===== config.mk =====
export PLATFORM = sky130hd
export DESIGN_NAME = cdcc_top
export DESIGN_NICKNAME = d
export VERILOG_FILES = /design/src/logic/cdcc_pkg.sv /design/src/logic/cdcc_prbs_if.sv /design/src/logic/cdcc_prbs.sv /design/src/logic/cdcc_top.sv
export SDC_FILE = /design/constraint.sdc
export NUM_CORES = 1
export LEC_CHECK = 0
export BUFFER_PORTS_ARGS = -buffer_cell sky130_fd_sc_hd__buf_2
export CAP_MARGIN = 10
export CORE_MARGIN = 2
export CORE_UTILIZATION = 56
export DETAILED_ROUTE_END_ITERATION = 8
export PLACE_DENSITY_LB_ADDON = 0.2
export SETUP_SLACK_MARGIN = 0.02
export SLEW_MARGIN = 20
export SYNTH_ARGS = -nofsm -noshare
export SYNTH_HDL_FRONTEND = slang
export SYNTH_SLANG_ARGS = --single-unit
export TNS_END_PERCENT = 50

===== constraint.sdc =====
create_clock -name clk_sys -period 3.5 [get_ports clk_sys]
set_input_delay 0.35 -clock clk_sys [delete_from_list [all_inputs] [get_ports clk_sys]]
set_output_delay 0.35 -clock clk_sys [all_outputs]
set_load 0.03 [all_outputs]

===== src/logic/cdcc_pkg.sv =====
// Constants shared by the co-directional converter control block.
// Assumes a 200 MHz system clock and a 64 kbps line.
package cdcc_pkg;

  // ----------------------------------------------------------------
  // Timing
  // ----------------------------------------------------------------
  localparam int unsigned CLK_HZ      = 200_000_000;
  localparam int unsigned LINE_BPS    = 64_000;
  // Whole clock cycles per line bit (longest time, rounded down)
  localparam int unsigned BIT_CYCLES  = CLK_HZ / LINE_BPS;
  localparam int unsigned HALF_CYCLES = BIT_CYCLES / 2;
  localparam int unsigned PHASE_W     = 12;

  // ----------------------------------------------------------------
  // APB register map (byte addresses)
  // ----------------------------------------------------------------
  localparam int unsigned ADDR_W      = 8;
  localparam logic [7:0]  OFF_CONFIG  = 8'h00;
  localparam logic [7:0]  OFF_TEST    = 8'h04;
  localparam logic [7:0]  OFF_STATUS  = 8'h08;
  localparam logic [7:0]  OFF_ERRCNT  = 8'h0C;

  // Configuration fields
  localparam int unsigned CFG_CLK_LOW      = 0;
  localparam int unsigned CFG_CLK_HIGH     = 1;
  localparam int unsigned CFG_SAMPLE_EXT   = 2;
  localparam int unsigned CFG_RLOOP_DIS    = 3;
  localparam int unsigned CFG_PANEL_DIS    = 4;
  localparam int unsigned CFG_TLOOP_DIS    = 5;
  localparam int unsigned CFG_W            = 6;
  localparam logic [5:0]  CFG_RESET        = 6'h00;

  // Front-panel test control fields
  localparam int unsigned TST_LOCAL_LOOP   = 0;
  localparam int unsigned TST_REMOTE_LOOP  = 1;
  localparam int unsigned TST_PATTERN      = 2;
  localparam int unsigned TST_PATTERN_ERR  = 3;
  localparam int unsigned TST_W            = 4;
  localparam logic [3:0]  TST_RESET        = 4'h0;

  // Status fields
  localparam int unsigned STS_LOCAL_LOOP   = 0;
  localparam int unsigned STS_REMOTE_LOOP  = 1;
  localparam int unsigned STS_PATTERN      = 2;
  localparam int unsigned STS_SYNC         = 3;
  localparam int unsigned STS_CLK_LSB      = 4;

  // ----------------------------------------------------------------
  // Test pattern: 511-bit sequence, x^9 + x^5 + 1
  // ----------------------------------------------------------------
  localparam int unsigned PRBS_LEN   = 9;
  localparam int unsigned PRBS_TAP   = 5;
  localparam logic [8:0]  PRBS_SEED  = 9'h1FF;
  localparam int unsigned ERR_W      = 16;
  localparam int unsigned SYNC_RUN   = 16;

  // Transmit clock source, encoded as {high, low} switch bits
  typedef enum logic [1:0] {
    CDCC_SRC_INTERNAL,
    CDCC_SRC_TERMINAL,
    CDCC_SRC_LINE_NORMAL,
    CDCC_SRC_LINE_CAMPUS
  } cdcc_src_t;

endpackage : cdcc_pkg


===== src/logic/cdcc_prbs_if.sv =====
// Link between the control core and its test pattern engine.
// Both ends run on clk_sys; ticks are one-cycle pulses.
interface cdcc_prbs_if;
  import cdcc_pkg::*;
  logic              tx_tick;     // Advance generator one bit
  logic              rx_tick;     // Take one received bit
  logic              rx_bit;      // Received line bit
  logic              err_insert;  // Error-inserting variant selected
  logic              err_clear;   // Clear error counter
  logic              tx_bit;      // Next pattern bit
  logic              sync;        // Checker locked
  logic [ERR_W-1:0]  err_count;   // Bit errors seen

  modport core   (output tx_tick, rx_tick, rx_bit, err_insert, err_clear,
                  input  tx_bit, sync, err_count);
  modport engine (input  tx_tick, rx_tick, rx_bit, err_insert, err_clear,
                  output tx_bit, sync, err_count);
endinterface : cdcc_prbs_if


===== src/logic/cdcc_prbs.sv =====
// Pattern generator and self-synchronising checker for the bit error test.
// Assumes ticks arrive at line rate, far apart compared with clk_sys.
module cdcc_prbs (
  input  wire logic   clk_sys,
  input  wire logic   rst_n,
  cdcc_prbs_if.engine pif
);
  import cdcc_pkg::*;

  // ----------------------------------------------------------------
  // State
  // ----------------------------------------------------------------
  logic [8:0]        gen_reg,  gen_next;
  logic [8:0]        wrap_reg, wrap_next;
  logic [8:0]        chk_reg,  chk_next;
  logic [4:0]        run_reg,  run_next;
  logic [ERR_W-1:0]  err_reg,  err_next;
  logic              bit_reg,  bit_next;
  logic              gen_fb;
  logic              chk_miss;

  // Next values; one forced error per sequence in the erroring variant
  always_comb begin
    gen_fb    = gen_reg[PRBS_LEN-1] ^ gen_reg[PRBS_TAP-1];
    chk_miss  = pif.rx_bit != (chk_reg[PRBS_LEN-1] ^ chk_reg[PRBS_TAP-1]);
    gen_next  = gen_reg;
    wrap_next = wrap_reg;
    bit_next  = bit_reg;
    chk_next  = chk_reg;
    run_next  = run_reg;
    err_next  = pif.err_clear ? '0 : err_reg;   // New error beats a clear
    if (pif.tx_tick) begin
      gen_next  = {gen_reg[7:0], gen_fb};
      wrap_next = (wrap_reg == 9'h1FE) ? 9'h000 : wrap_reg + 9'h001;
      bit_next  = gen_fb ^ (pif.err_insert && wrap_reg == 9'h000);
    end
    if (pif.rx_tick) begin
      chk_next = {chk_reg[7:0], pif.rx_bit};
      if (chk_miss) begin
        run_next = 5'h00;
        // Errors only count once locked, so lock-up noise is not logged
        if (run_reg == 5'(SYNC_RUN) && err_next != '1) begin
          err_next = err_next + 16'h0001;
        end
      end else if (run_reg != 5'(SYNC_RUN)) begin
        run_next = run_reg + 5'h01;
      end
    end
  end

  // Registers
  always_ff @(posedge clk_sys or negedge rst_n) begin
    if (!rst_n) begin
      gen_reg  <= PRBS_SEED;
      wrap_reg <= 9'h000;
      bit_reg  <= 1'b0;
      chk_reg  <= 9'h000;
      run_reg  <= 5'h00;
      err_reg  <= '0;
    end else begin
      gen_reg  <= gen_next;
      wrap_reg <= wrap_next;
      bit_reg  <= bit_next;
      chk_reg  <= chk_next;
      run_reg  <= run_next;
      err_reg  <= err_next;
    end
  end

  assign pif.tx_bit    = bit_reg;
  assign pif.sync      = run_reg == 5'(SYNC_RUN);
  assign pif.err_count = err_reg;

endmodule : cdcc_prbs


===== src/logic/cdcc_top.sv =====
// Control core of the terminal to 64 kbps co-directional line converter.
// Assumes all pin inputs are asynchronous to clk_sys; software uses APB.

module cdcc_top (
  input  wire logic                  clk_sys,
  input  wire logic                  rst_n,
  input  wire logic [cdcc_pkg::ADDR_W-1:0] paddr,
  input  wire logic                  psel,
  input  wire logic                  penable,
  input  wire logic                  pwrite,
  input  wire logic [31:0]           pwdata,
  output logic      [31:0]           prdata,
  output logic                       pready,
  output logic                       pslverr,
  input  wire logic                  terminal_external_clock,
  input  wire logic                  terminal_transmit_data,
  input  wire logic                  terminal_loop_request,
  input  wire logic                  line_recovered_clock,
  input  wire logic                  line_rx_pos,
  input  wire logic                  line_rx_neg,
  input  wire logic                  far_end_loop_request,
  output logic                       device_transmit_clock,
  output logic                       terminal_receive_data,
  output logic                       line_tx_pos,
  output logic                       line_tx_neg,
  output logic                       remote_loop_request_out,
  output logic                       local_loop_active,
  output logic                       remote_loop_active
);
  import cdcc_pkg::*;

  // ----------------------------------------------------------------
  // Pin synchronisers
  // ----------------------------------------------------------------
  localparam int unsigned NPIN = 7;
  logic [NPIN-1:0] pin_meta_reg, pin_sync_reg, pin_prev_reg;
  logic ext_clk_s, td_s, tloop_s, rec_clk_s, rx_pos_s, rx_neg_s, far_req_s;

  // Two flops per pin; prev copy reads only the second stage
  always_ff @(posedge clk_sys or negedge rst_n) begin
    if (!rst_n) begin
      pin_meta_reg <= '0;
      pin_sync_reg <= '0;
      pin_prev_reg <= '0;
    end else begin
      pin_meta_reg <= {far_end_loop_request, line_rx_neg, line_rx_pos,
                       line_recovered_clock, terminal_loop_request,
                       terminal_transmit_data, terminal_external_clock};
      pin_sync_reg <= pin_meta_reg;
      pin_prev_reg <= pin_sync_reg;
    end
  end

  assign {far_req_s, rx_neg_s, rx_pos_s, rec_clk_s, tloop_s, td_s, ext_clk_s} = pin_sync_reg;

  // ----------------------------------------------------------------
  // APB slave and registers
  // ----------------------------------------------------------------
  logic [CFG_W-1:0] cfg_reg,   cfg_next;
  logic [TST_W-1:0] tst_reg,   tst_next;
  logic [31:0]      rdata_reg, rdata_next;
  logic             ready_reg, ready_next;
  logic             err_reg,   err_next;
  logic             err_clr;
  logic [31:0]      status_word;
  logic             access;
  cdcc_prbs_if      pif ();

  // Each access waits one cycle so all answers come from flops
  always_comb begin
    access     = psel && penable && !ready_reg;
    cfg_next   = cfg_reg;
    tst_next   = tst_reg;
    rdata_next = 32'h0000_0000;
    ready_next = access;
    err_next   = 1'b0;
    err_clr    = 1'b0;
    if (access) begin
      case (paddr)
        OFF_CONFIG: rdata_next = {26'h0, cfg_reg};
        OFF_TEST:   rdata_next = {28'h0, tst_reg};
        OFF_STATUS: rdata_next = status_word;
        OFF_ERRCNT: rdata_next = {16'h0, pif.err_count};
        default:    err_next   = 1'b1;
      endcase
    end
    // Writes land only at the edge where the master sees pready high
    if (psel && penable && ready_reg && pwrite) begin
      case (paddr)
        OFF_CONFIG: cfg_next = pwdata[CFG_W-1:0];
        OFF_TEST:   tst_next = pwdata[TST_W-1:0];
        OFF_ERRCNT: err_clr  = 1'b1;
        default:    err_clr  = 1'b0;
      endcase
    end
  end

  always_ff @(posedge clk_sys or negedge rst_n) begin
    if (!rst_n) begin
      cfg_reg   <= CFG_RESET;
      tst_reg   <= TST_RESET;
      rdata_reg <= 32'h0000_0000;
      ready_reg <= 1'b0;
      err_reg   <= 1'b0;
    end else begin
      cfg_reg   <= cfg_next;
      tst_reg   <= tst_next;
      rdata_reg <= rdata_next;
      ready_reg <= ready_next;
      err_reg   <= err_next;
    end
  end

  // ----------------------------------------------------------------
  // Test mode gating
  // ----------------------------------------------------------------
  cdcc_src_t src;
  logic panel_on, local_loop, remote_answer, pattern_on;

  always_comb begin
    src           = cdcc_src_t'({cfg_reg[CFG_CLK_HIGH], cfg_reg[CFG_CLK_LOW]});
    panel_on      = !cfg_reg[CFG_PANEL_DIS];
    local_loop    = (panel_on && tst_reg[TST_LOCAL_LOOP])
                  || (!cfg_reg[CFG_TLOOP_DIS] && tloop_s);
    remote_answer = !cfg_reg[CFG_RLOOP_DIS] && far_req_s;
    pattern_on    = panel_on && (tst_reg[TST_PATTERN] || tst_reg[TST_PATTERN_ERR]);
    status_word   = {26'h0, src, pif.sync, pattern_on, remote_answer, local_loop};
  end

  // ----------------------------------------------------------------
  // Transmit clock: phase accumulator, steered by the line clock
  // ----------------------------------------------------------------
  logic [PHASE_W-1:0] phase_reg, phase_next;
  logic               txclk_reg, txclk_next;
  logic               ref_edge, rec_rise, ext_rise, tx_rise, sample_edge;
  logic [PHASE_W:0]   phase_inc;

  // Line modes nudge phase by one cycle per reference edge, so jitter on
  // the recovered clock is filtered instead of passed to the transmitter
  always_comb begin
    rec_rise  = rec_clk_s && !pin_prev_reg[3];
    ext_rise  = ext_clk_s && !pin_prev_reg[0];
    ref_edge  = (src == CDCC_SRC_LINE_CAMPUS) ? (!rec_clk_s && pin_prev_reg[3]) : rec_rise;
    phase_inc = {1'b0, phase_reg} + 13'h0001;
    if (src == CDCC_SRC_LINE_NORMAL || src == CDCC_SRC_LINE_CAMPUS) begin
      if (ref_edge && phase_reg != '0) begin
        if (phase_reg < PHASE_W'(HALF_CYCLES)) phase_inc = {1'b0, phase_reg};
        else phase_inc = {1'b0, phase_reg} + 13'h0002;
      end
    end
    phase_next = (phase_inc >= 13'(BIT_CYCLES)) ? '0 : phase_inc[PHASE_W-1:0];
    case (src)
      CDCC_SRC_TERMINAL: txclk_next = ext_clk_s;
      default:           txclk_next = phase_next < PHASE_W'(HALF_CYCLES);
    endcase
    tx_rise     = txclk_next && !txclk_reg;
    sample_edge = cfg_reg[CFG_SAMPLE_EXT] ? ext_rise : tx_rise;
  end

  always_ff @(posedge clk_sys or negedge rst_n) begin
    if (!rst_n) begin
      phase_reg <= '0;
      txclk_reg <= 1'b0;
    end else begin
      phase_reg <= phase_next;
      txclk_reg <= txclk_next;
    end
  end

  // ----------------------------------------------------------------
  // Data path: sampling, loops, pattern and AMI coding
  // ----------------------------------------------------------------
  logic td_reg,    td_next;
  logic rx_reg,    rx_next;
  logic trx_reg,   trx_next;
  logic pos_reg,   pos_next;
  logic neg_reg,   neg_next;
  logic pol_reg,   pol_next;
  logic rloop_reg, rloop_next;
  logic lloop_reg, lloop_next;
  logic rreq_reg,  rreq_next;
  logic line_bit;

  // Line bits go out on the transmit clock; receive bits on the line clock
  always_comb begin
    td_next    = sample_edge ? td_s : td_reg;
    rx_next    = rec_rise ? (rx_pos_s || rx_neg_s) : rx_reg;
    line_bit   = pattern_on ? pif.tx_bit : (remote_answer ? rx_reg : td_reg);
    trx_next   = trx_reg;
    pos_next   = pos_reg;
    neg_next   = neg_reg;
    pol_next   = pol_reg;
    if (tx_rise) begin
      trx_next = local_loop ? td_reg : rx_reg;
      pos_next = line_bit && !pol_reg;
      neg_next = line_bit && pol_reg;
      pol_next = pol_reg ^ line_bit;
    end
    rloop_next = remote_answer;
    lloop_next = local_loop;
    rreq_next  = panel_on && tst_reg[TST_REMOTE_LOOP];
  end

  always_ff @(posedge clk_sys or negedge rst_n) begin
    if (!rst_n) begin
      td_reg    <= 1'b0;
      rx_reg    <= 1'b0;
      trx_reg   <= 1'b0;
      pos_reg   <= 1'b0;
      neg_reg   <= 1'b0;
      pol_reg   <= 1'b0;
      rloop_reg <= 1'b0;
      lloop_reg <= 1'b0;
      rreq_reg  <= 1'b0;
    end else begin
      td_reg    <= td_next;
      rx_reg    <= rx_next;
      trx_reg   <= trx_next;
      pos_reg   <= pos_next;
      neg_reg   <= neg_next;
      pol_reg   <= pol_next;
      rloop_reg <= rloop_next;
      lloop_reg <= lloop_next;
      rreq_reg  <= rreq_next;
    end
  end

  // Pattern engine hookup
  assign pif.tx_tick    = tx_rise && pattern_on;
  assign pif.rx_tick    = rec_rise && pattern_on;
  assign pif.rx_bit     = rx_pos_s || rx_neg_s;
  assign pif.err_insert = tst_reg[TST_PATTERN_ERR];
  assign pif.err_clear  = err_clr;

  cdcc_prbs u_prbs (
    .clk_sys (clk_sys),
    .rst_n   (rst_n),
    .pif     (pif)
  );

  // Outputs, all from flops
  assign prdata                  = rdata_reg;
  assign pready                  = ready_reg;
  assign pslverr                 = err_reg;
  assign device_transmit_clock   = txclk_reg;
  assign terminal_receive_data   = trx_reg;
  assign line_tx_pos             = pos_reg;
  assign line_tx_neg             = neg_reg;
  assign remote_loop_request_out = rreq_reg;
  assign local_loop_active       = lloop_reg;
  assign remote_loop_active      = rloop_reg;

endmodule : cdcc_top


* After elaboration in Yosys (flattened, before gate mapping)
Index checks and enable logic that the tools add are counted.
** Word-level totals
- Word-level logic and storage cells :: 112
- Output and inout bits :: 41
- Bits of input ports :: 52
- Register bits after elaboration :: 133
** Operators by class
- $lt $le $gt $ge :: 3
- Multiplexer cells :: 23
- Equality and inequality tests :: 11
- Reductions and logical operators :: 41
- Add/sub/neg operators :: 5
- Bitwise operators :: 4
** Operators with widths (count)
- 16-bit 2-to-1 mux :: 5
- 16-bit one-hot mux with 4 select lines :: 1
- 13-bit 2-to-1 mux :: 3
- 12-bit by 11-bit less-than comparator with 1-bit output (second input constant) :: 2
- 1-bit logical AND :: 20
- 16-bit by 1-bit adder with 16-bit output (second input constant) :: 1
- 8-bit by 4-bit == test with 1-bit output (second input constant) :: 2
- 16-bit inequality test (second input constant) :: 1
- 12-bit by 1-bit adder with 13-bit output (second input constant) :: 1
- 12-bit by 2-bit adder with 13-bit output (second input constant) :: 1
- 13-bit by 12-bit greater-or-equal comparator with 1-bit output (second input constant) :: 1
- 12-bit 2-to-1 mux :: 1
- 12-bit nonzero test :: 1
- 1-bit 2-to-1 mux :: 10
- 5-bit 2-to-1 mux :: 2
- 9-bit by 1-bit adder with 9-bit output (second input constant) :: 1
- 9-bit == test (second input constant) :: 1
- 1-bit zero test :: 9
- 9-bit zero test :: 1
- 9-bit 2-to-1 mux :: 1
- 8-bit by 3-bit == test with 1-bit output (second input constant) :: 1
- 8-bit zero test :: 1
- 2-bit AND reduction :: 3
- 5-bit by 1-bit adder with 5-bit output (second input constant) :: 1
- other kinds (9) :: 16

* Depth between registers and ports, before layout
Gate-level depths: netlist of run 1.
- Word-level depth :: 12
- Mapped depth :: 15
- Gate-level depth less buffers :: 14

* Cells and area by module
Synthesis of run 1 repeated with hierarchy kept, for this count alone.
** Unflattened totals
- Cell total of the unflattened synthesis :: 536
- Area total of the unflattened synthesis :: 5816.8 um2
** By module, submodules not included
- cdcc_top :: cells each 303, area an instance 3354.5 um2, seq. area each 1651.6 um2, instances 1
- cdcc_prbs :: cells each 233, area an instance 2462.4 um2, seq. area each 1237.4 um2, instances 1

* Worst setup path before layout of run 1
No wires, ideal clock.
- Path type :: input to register
- From :: in paddr[5] (netlist bit)
- To :: reg u_prbs.err_reg[13], in the netlist u_prbs.pif.err_count[13]
- Setup time :: 78 ps
- Buffers on the path :: 1
- Stages on the path :: 15
- Required time :: 3422 ps
- Data arrival time :: 3382 ps
- Slack :: 40 ps
- Cells stage by stage :: nor4_1 nor3b_1 and2_1 clkbuf_1 nand3_1 and2_1 ha_1 nand3_1 nor2_1 nand4b_1 nand4_1 nor2_1 nand4_1 or3_1 a21oi_1
** On the way
- Word-level cells in the longest chain between the ends :: 9
- Elaborated cells on any way between the ends :: 10
- Those cells by class :: add/sub (1); eq/ne (2); mux (6); reduce/logical (1)
** RTL lines
- start, declared :: line cdcc_top.sv:7 : input wire logic [cdcc_pkg::ADDR_W-1:0] paddr,
- 8-bit by 4-bit == test with 1-bit output * :: line cdcc_top.sv:89 : case (paddr)
- 1-bit 2-to-1 mux * :: line cdcc_top.sv:89
- 1-bit 2-to-1 mux * :: line cdcc_top.sv:88 : if (psel && penable && ready_reg && pwrite) begin
- 16-bit 2-to-1 mux * :: line cdcc_prbs.sv:31 : err_next = pif.err_clear ? '0 : err_reg;
- branches (longest 4 deep; another with 16-bit by 1-bit adder with 16-bit output)
- 16-bit 2-to-1 mux * :: line cdcc_prbs.sv:37 : if (pif.rx_tick) begin
- named net u_prbs.err_next[13] :: line cdcc_prbs.sv:17 : logic [ERR_W-1:0] err_reg, err_next;
- end signal, assigned :: line cdcc_prbs.sv:66 : err_reg <= err_next;
- end, declared :: line cdcc_prbs.sv:17
Mark *: on every way through the listed nets, which the timed path passes.
A chain may end at the register's enable or synchronous reset.

* Final worst setup path of run 1
- From :: reg phase_reg[3]
- To :: reg u_prbs.wrap_reg[3]
** On the way
- Word-level cells in the longest chain between the ends :: 10
- Elaborated cells on any way between the ends :: 14
- Those cells by class :: add/sub (2); order compare (3); mux (5); reduce/logical (4)
** RTL lines
- start, declared :: line cdcc_top.sv:133 : logic [PHASE_W-1:0] phase_reg, phase_next;
- start signal, assigned :: line cdcc_top.sv:165 : phase_reg <= phase_next;
- 12-bit by 2-bit adder with 13-bit output (tied with other cells) :: line cdcc_top.sv:148 : else phase_inc = {1'b0, phase_reg} + 13'h0002;
- 13-bit 2-to-1 mux or 1-bit logical AND (tied branches) :: line cdcc_top.sv:147, cdcc_top.sv:146
- 13-bit 2-to-1 mux :: line cdcc_top.sv:146 : if (ref_edge && phase_reg != '0) begin
- 13-bit 2-to-1 mux * :: line cdcc_top.sv:145 : if (src == CDCC_SRC_LINE_NORMAL || src == CDCC_SRC_LINE_CAMPUS) begin
- 13-bit by 12-bit greater-or-equal comparator with 1-bit output :: line cdcc_top.sv:151 : phase_next = (phase_inc >= 13'(BIT_CYCLES)) ? '0 : phase_inc[PHASE_W-1:0];
- 12-bit 2-to-1 mux * :: line cdcc_top.sv:151
- 12-bit by 11-bit less-than comparator with 1-bit output * :: line cdcc_top.sv:154 : default: txclk_next = phase_next < PHASE_W'(HALF_CYCLES);
- 1-bit 2-to-1 mux * :: line cdcc_top.sv:152 : case (src)
- 1-bit logical AND * :: line cdcc_top.sv:156 : tx_rise = txclk_next && !txclk_reg;
- 1-bit logical AND * :: line cdcc_top.sv:229 : assign pif.tx_tick = tx_rise && pattern_on;
- end signal, assigned :: line cdcc_prbs.sv:62 : wrap_reg <= wrap_next;
- end, declared :: line cdcc_prbs.sv:14 : logic [8:0] wrap_reg, wrap_next;
Every way passes the cells marked *; elsewhere a longest branch is shown, timed or not.

==> results of run 1 <==
==> repair_timing <==
item | in CTS | in global routing
hold buffers | 7 | 1
endpoints found under the setup margin | 0 | 13
gates resized for setup | 0 | 4
endpoints found under the hold margin | 7 | 71
==> cell type report <==
class | instances | area [sq um]
clock buffers | 17 | 414
clock inverters | 14 | 225
flip-flops and latches | 115 | 2890
inverters | 18 | 67.6
well taps | 133 | 166
fillers | 718 | 2980
multi-input cells | 382 | 2450
repair buffers | 75 | 489
==> worst max path at each step <==
| stage | slack [ps] | start | end |
|---|---|---|---|
| detailed placement | 210 | cfg_reg[0] | u_prbs.wrap_reg[8] |
| global route | 40 | phase_reg[3] | u_prbs.wrap_reg[3] |
| floorplan | 40 | paddr[5] | u_prbs.pif.err_count[13] |
| CTS | 170 | phase_reg[3] | u_prbs.wrap_reg[3] |
| finish | 200 | phase_reg[3] | u_prbs.wrap_reg[3] |
| global placement | 210 | phase_reg[3] | u_prbs.wrap_reg[3] |
==> cells in the mapped netlist, drive strengths merged, types with 3 or more instances <==
cell type | instances | area, sq um
and3 | 7 | 43.8
nor2 | 53 | 199
nor2b | 7 | 43.8
dfstp | 9 | 236
o211ai | 3 | 22.5
mux2 | 27 | 323
clkbuf | 9 | 33.8
or3 | 9 | 56.3
a22oi | 4 | 30.0
ha | 11 | 138
nor4 | 5 | 46.3
or2 | 5 | 31.3
mux2i | 7 | 70.1
buf | 21 | 163
nand3 | 23 | 115
o31ai | 5 | 51.3
o21ai | 30 | 150
inv | 18 | 67.6
nand2 | 63 | 236
a31oi | 4 | 31.3
xnor2 | 9 | 78.8
a21oi | 17 | 92.6
o22ai | 3 | 18.8
nand4 | 9 | 56.3
and2 | 16 | 103
xor2 | 11 | 96.3
dfrtp | 106 | 2650
nor3 | 12 | 65.1
==> cells in the final DEF, fill, tap and decap left out, drive strengths merged, types with 7 or more instances in the layout <==
master / n
dfrtp: 106
clkbuf: 17
nand4: 9
buf: 67
mux2i: 7
and3: 7
a21oi: 17
or3: 9
o21ai: 30
mux2: 27
nand3: 23
inv: 22
nor2b: 7
dlygate4sd3: 8
ha: 11
nor2: 53
and2: 16
xor2: 11
nand2: 63
dfstp: 9
xnor2: 9
conb: 16
nor3: 12
==> worst reg2reg max path, cell delays in order (launching register included) <==
cell	delay, ps
dfrtp_1	470
nor4_2	310
nand4_1	270
a21oi_1	230
a211oi_1	70
o22a_1	220
o311a_1	370
o31a_4	400
o311a_1	400
buf_12	170
a41oi_1	210
nor2_1	70
==> per-stage QoR <==
stage / power [mW] / utilization (%)
6_report: 3.76 / 69.2
5_1_grt: 3.91 / 69.2
4_1_cts: 3.77 / 68.9
3_5_place_dp: 1.88 / 61.6
3_3_place_gp: 1.87 / 61.6
2_1_floorplan: 1.78 / -
==> metal layers <==
metal	routed length, um	vias to the layer above
met1	5330	1949
met4	184	0
met2	5610	123
met3	568	20
li1	-	1971
met5	0	-
==> cells by family after synthesis <==
group / share of synthesized area, %
xor+xnor: 3.16
simple gates: 19.8
flops: 52.2
fa+ha+maj: 2.49
other cells: 0.0677
compound gates: 10.0
buf+inv: 4.77
mux: 7.50
==> power by group through the flow <==
stage	logic, mW	registers, mW	clock network (mW)
2_1_floorplan	0.319	1.46	0
3_3_place_gp	0.394	1.48	0
3_5_place_dp	0.403	1.48	0
4_1_cts	0.414	1.46	1.89
5_1_grt	0.468	1.47	1.98
6_report	0.423	1.46	1.87
==> results.cfg, run 1 <==
[place]
placedInstanceArea_sq_mm = 0.00597
place_inst = 715
dp_hpwl_um = 7880
pre_cts_slack_ps = 213
routabilityCongestion = 0.899
io_buffers = 50

[hold_path]
hold_path.class = in2reg
hp-start = pwdata[4]
hold_end = cfg_reg[4]
min_path_cells = 2

[grt]
antenna_found_initial = 0
grtUsageTotal_pct = 23.7
grt_start_max_net_pins = 83
grt_pass1_wl_um = 18800
grt_use_met2_pct = 36.1
gr-usage-met1_pct = 32.1
grt_overflow_total = 0
grt_pass1_vias = 3792
grt_util_met3_pct = 7.66
busiest_layer = met2

[timing]
finalWorstSetupSlack_ps = 199
fin_tns_setup_ps = 0
hold_slack_ps = 70.7
finalCriticalPeriod_ps = 3300
relSlewSlack_pct = 51.5
drv_slew = 0
rsz0062_at_grt = false
final_hold_viol_count = 0
worst_slew_pin_slew_ps = 728
timing.fmax_ghz = 0.303
fin_skew_ps = 6.35
fin_crit_sh_pct = 94.3
setup_viol = 0

[worst_setup_path]
r2r_start = phase_reg[3]
crit_buf_inv = 1
end_kind = register
r2r_slack_ps = 200
rr_worst_depth = 11
critical_path_arrival_ps = 3720
crit_path_start_kind = register
cp_common_cell = o311a_1
reg2reg_to = u_prbs.wrap_reg[3]
cp.depth = 11
critPathMaxFanout = 16
cp_slowest_cell = dfrtp_1
cp_cell_sequence = nor4_2 -> nand4_1 -> a21oi_1 -> a211oi_1 -> o22a_1 -> o311a_1 -> o31a_4 -> o311a_1 -> buf_12 -> a41oi_1 -> nor2_1
critPathMaxStageDelay_ps = 470
worst_ep_required_time_ps = 3920
worstSetupPathType = reg2reg
crit_family = compound AO/OA/AOI/OAI gates

[detailed_routing]
firstDrtPassIters = 6
vias = 4063
drt_iter0_drc = 192
ant_nets = 0
wire_per_inst_um = 15.5
routed_wl_um = 11700
vias_per_cell = 5.39
drc = 0

[clocking]
clock_latency_ps = 530
cts_root_buffer = clkbuf_8
post_cts_buffers = 0
path_clk_slew_ps = 60
cts_sinks = 115
cts_buffers = 17
cts_tree = built
cts_max_level = 4
clk_path_buf_depth = 2

[power_and_ir_drop]
internal_power_mw = 2.80
p_leak_nw = 3.14
switching_share_pct = 25.6
p_per_area_mw_per_mm2 = 561
seqPwrFrac_pct = 38.9
pwr-share-comb_pct = 11.3
irDropWorstVdd_uv = 387
p_sw_mw = 0.963
p_clk_share_pct = 49.8

[synthesis]
syn_area_sq_mm = 0.00554
synth_cell_type_count = 60
avgSynthCellArea_sq_um = 10.4
postSynthCellCount = 530
synth_enable_flop_cells = 0
ys_warn_count = 0
ys.flop_type = dfrtp_1
synth_async_sr_flop_share_pct = 100
yosysSeqAreaShare_pct = 52.2
yosys_register_bits = 115

[die]
dieHeight_um = 103
initial_core_util_pct = 57.2
die-area_sq_mm = 0.0107
coreArea_sq_mm = 0.00968
die_w_um = 103
rows = 36
ios = 93

[layout]
nets = 672
n_antenna_cell = 0
layout.cells.non_filler = 754
area_delta_synth_final_pct = 21.1
drive_gt1_share_pct = 25.0
fin_area_sq_mm = 0.00671

[outcome]
status = finished clean

[run]
maxCapViolations = 0
Note: power is estimated with default switching activity, not from simulation.
==> run 2, diff against run 1 <==
--- a/config.mk
+++ b/config.mk
@@ -8,12 +8,14 @@
 export BUFFER_PORTS_ARGS = -buffer_cell sky130_fd_sc_hd__buf_2
 export CAP_MARGIN = 10
 export CORE_MARGIN = 2
-export CORE_UTILIZATION = 56
+export CORE_UTILIZATION = 57
 export DETAILED_ROUTE_END_ITERATION = 8
+export GPL_TIMING_DRIVEN = 0
 export PLACE_DENSITY_LB_ADDON = 0.2
 export SETUP_SLACK_MARGIN = 0.02
 export SLEW_MARGIN = 20
 export SYNTH_ARGS = -nofsm -noshare
 export SYNTH_HDL_FRONTEND = slang
+export SYNTH_HIERARCHICAL = 1
 export SYNTH_SLANG_ARGS = --single-unit
 export TNS_END_PERCENT = 50
==> run 2 against run 1 <==
Against the previous run: routed wire length is 6.9% higher; clock power down 9%; via count increased by 9.1%.
==> results.cfg, run 2 <==
[timing]
rsz0062_at_grt = true
worst_slew_pin_slew_ps = 518
fin_tns_setup_ps = 0
final_hold_viol_count = 0
timing.fmax_ghz = 0.294
drv_slew = 0
fin_crit_sh_pct = 97.0
finalCriticalPeriod_ps = 3400
setup_viol = 0
relSlewSlack_pct = 65.5
fin_skew_ps = 9.19
finalWorstSetupSlack_ps = 104

[clocking]
clk_path_buf_depth = 2
cts_root_buffer = clkbuf_8
cts_sinks = 115
clock_latency_ps = 510
path_clk_slew_ps = 60
cts_tree = built
cts_max_level = 4
cts_buffers = 17

[synthesis]
synth_common_cells = 106 x dfrtp_1, 47 x nor2_1, 40 x nand2_1
synth_top_area_share_pct = 45.6
synthTopCellsByArea = dfrtp_1 46%, mux2_2 4.8%, dfstp_2 4.1%, nor2_1 3.0%, nand2_1 2.6%
yosysSeqAreaShare_pct = 49.7
syn_area_sq_mm = 0.00582
postSynthCellCount = 536
synth_top_area_cell = dfrtp_1
synth_async_sr_flop_share_pct = 100
ys_warn_count = 6
ys.flop_type = dfrtp_1
avgSynthCellArea_sq_um = 10.9
yosys_register_bits = 115
synth.most_common_cell = dfrtp_1
synth_cell_type_count = 84
synth_enable_flop_cells = 0

[grt]
grtUsageTotal_pct = 23.9
antenna_found_initial = 1
grt_pass1_vias = 4340
grt_start_max_net_pins = 62
grt_overflow_total = 0
grt_pass1_wl_um = 20900

[die]
dieHeight_um = 105
die_w_um = 105
rows = 36
die-area_sq_mm = 0.0110
coreArea_sq_mm = 0.00982
ios = 93
initial_core_util_pct = 59.2

[worst_setup_path]
end_kind = register
crit_path_start_kind = register
worstSetupPathType = reg2reg
critical_path_arrival_ps = 3780
worst_ep_required_time_ps = 3880
critPathMaxFanout = 10

[layout]
drive_gt1_share_pct = 32.5
final_common_cell = dfrtp_1
utilization_pct = 74.3
area_delta_synth_final_pct = 25.4
n_antenna_cell = 0
final_cell_mix = 105 x dfrtp_1, 55 x buf_2, 43 x nor2_1, 40 x nand2_1, 35 x buf_4
nets = 711

[detailed_routing]
ant_nets = 0
routed_wl_um = 12500
drt_iter0_drc = 288
vias = 4433
wire_per_inst_um = 15.7
drc = 0
vias_per_cell = 5.58
firstDrtPassIters = 4

[power_and_ir_drop]
p_total_mw = 3.76
irDropWorstVdd_uv = 339
p_per_area_mw_per_mm2 = 516
p_leak_nw = 3.27

[outcome]
status = finished clean

[place]
dp_hpwl_um = 8190
routabilityCongestion = 0.885
pre_cts_slack_ps = -723
io_buffers = 50

[run]
maxCapViolations = 0

[hold_path]
hold_path.class = in2reg
run 2: cell types whose count changed in the layout (fill, tap and decap cells not counted), moves of 5 or more:
cell      delta
buf_2        +6
buf_4       +20
clkbuf_1     +7
clkinv_2     +7
mux2_1       +8
nand2_1     -22
nand2b_1     +7
nand3_1      -7
nor2_1      -10
o21ai_0     -11
or3_1        -6
or4_1        +5
xor2_1       -7
run 2: final timing paths:
kind                                  from            endpoint  slack (ps)  cells after the start
hold / removal                   pwdata[0]          tst_reg[0]          90                      2
setup / recovery              phase_reg[8]  u_prbs/wrap_reg[3]         100                     15
min in group asynchronous            rst_n        phase_reg[9]         360                      2
setup reg to reg              phase_reg[8]  u_prbs/wrap_reg[3]         100                     15
hold reg to reg            pin_meta_reg[4]     pin_sync_reg[4]         350                      0
max in group asynchronous            rst_n   u_prbs/gen_reg[6]        2430                      3
run 2: area by class of cell:
class,instances,area (sq um)
Sequential cell,115,2890
Multi-Input combinational cell,381,2810
Fill cell,682,2530
Timing Repair Buffer,78,507
Clock buffer,21,459
Buffer,36,255
Tap cell,133,166
Clock inverter,11,133
Inverter,19,76.3
run 2: per-stage QoR:
step	std cells	instance area [sq um]	hold WS, ps
2_1_floorplan	551	5870	54.4
3_3_place_gp	734	6290	333
3_5_place_dp	735	6320	335
5_1_grt	794	7290	74.2
4_1_cts	778	7090	68.3
6_report	794	7290	92.2
run 2: worst max-delay path, stage by stage (launching register included):
cell and delay (ps):
dfrtp_1 470, nor3_4 360, buf_4 180, nand4_1 170, nand4_4 200, o211ai_1 180, o211ai_1 310, o32ai_2 160
a31oi_4 250, o21ai_4 100, nor2_2 150, buf_8 140, clkbuf_8 160, nand2_1 100, o21ai_1 230, o31ai_1 110
run 2: metal layers:
layer	wire length, um	share of wire, %	vias to the layer above	global-route usage, %
li1	-	-	2111	-
met1	5500	44	2164	30.0
met2	6100	49	124	38.4
met3	577	4.6	32	6.55
met4	310	2.5	2	11.0
met5	13	0.10	-	0
run 2: kinds of logic (layout without fill, tap and decap cells):
group	count (synthesis)	after routing	share of synthesized area [%]
AOI/OAI and AO/OA	92	92	11.9
xor gates and xnor gates	17	17	2.84
adders and majority gates	11	11	2.37
buffers and inverters	55	165	5.10
DFF	115	115	49.7
muxes	44	44	8.97
other	1	16	0.0645
and+or+nand+nor	201	201	19.1
run 2: where the power goes:
group | switching [mW] | internal, mW | total (mW)
clock network | 0.572 | 1.13 | 1.70
logic | 0.352 | 0.258 | 0.611
registers | 0.0657 | 1.38 | 1.45
total | 0.990 | 2.77 | 3.76
run 2: what timing repair did:
item	4_1_cts	5_1_grt
hold endpoints to repair	61	0
buffers inserted	3	16
resized for setup	18	23
pin swaps	4	16
hold buffers	8	0
endpoints found under the setup margin	32	28
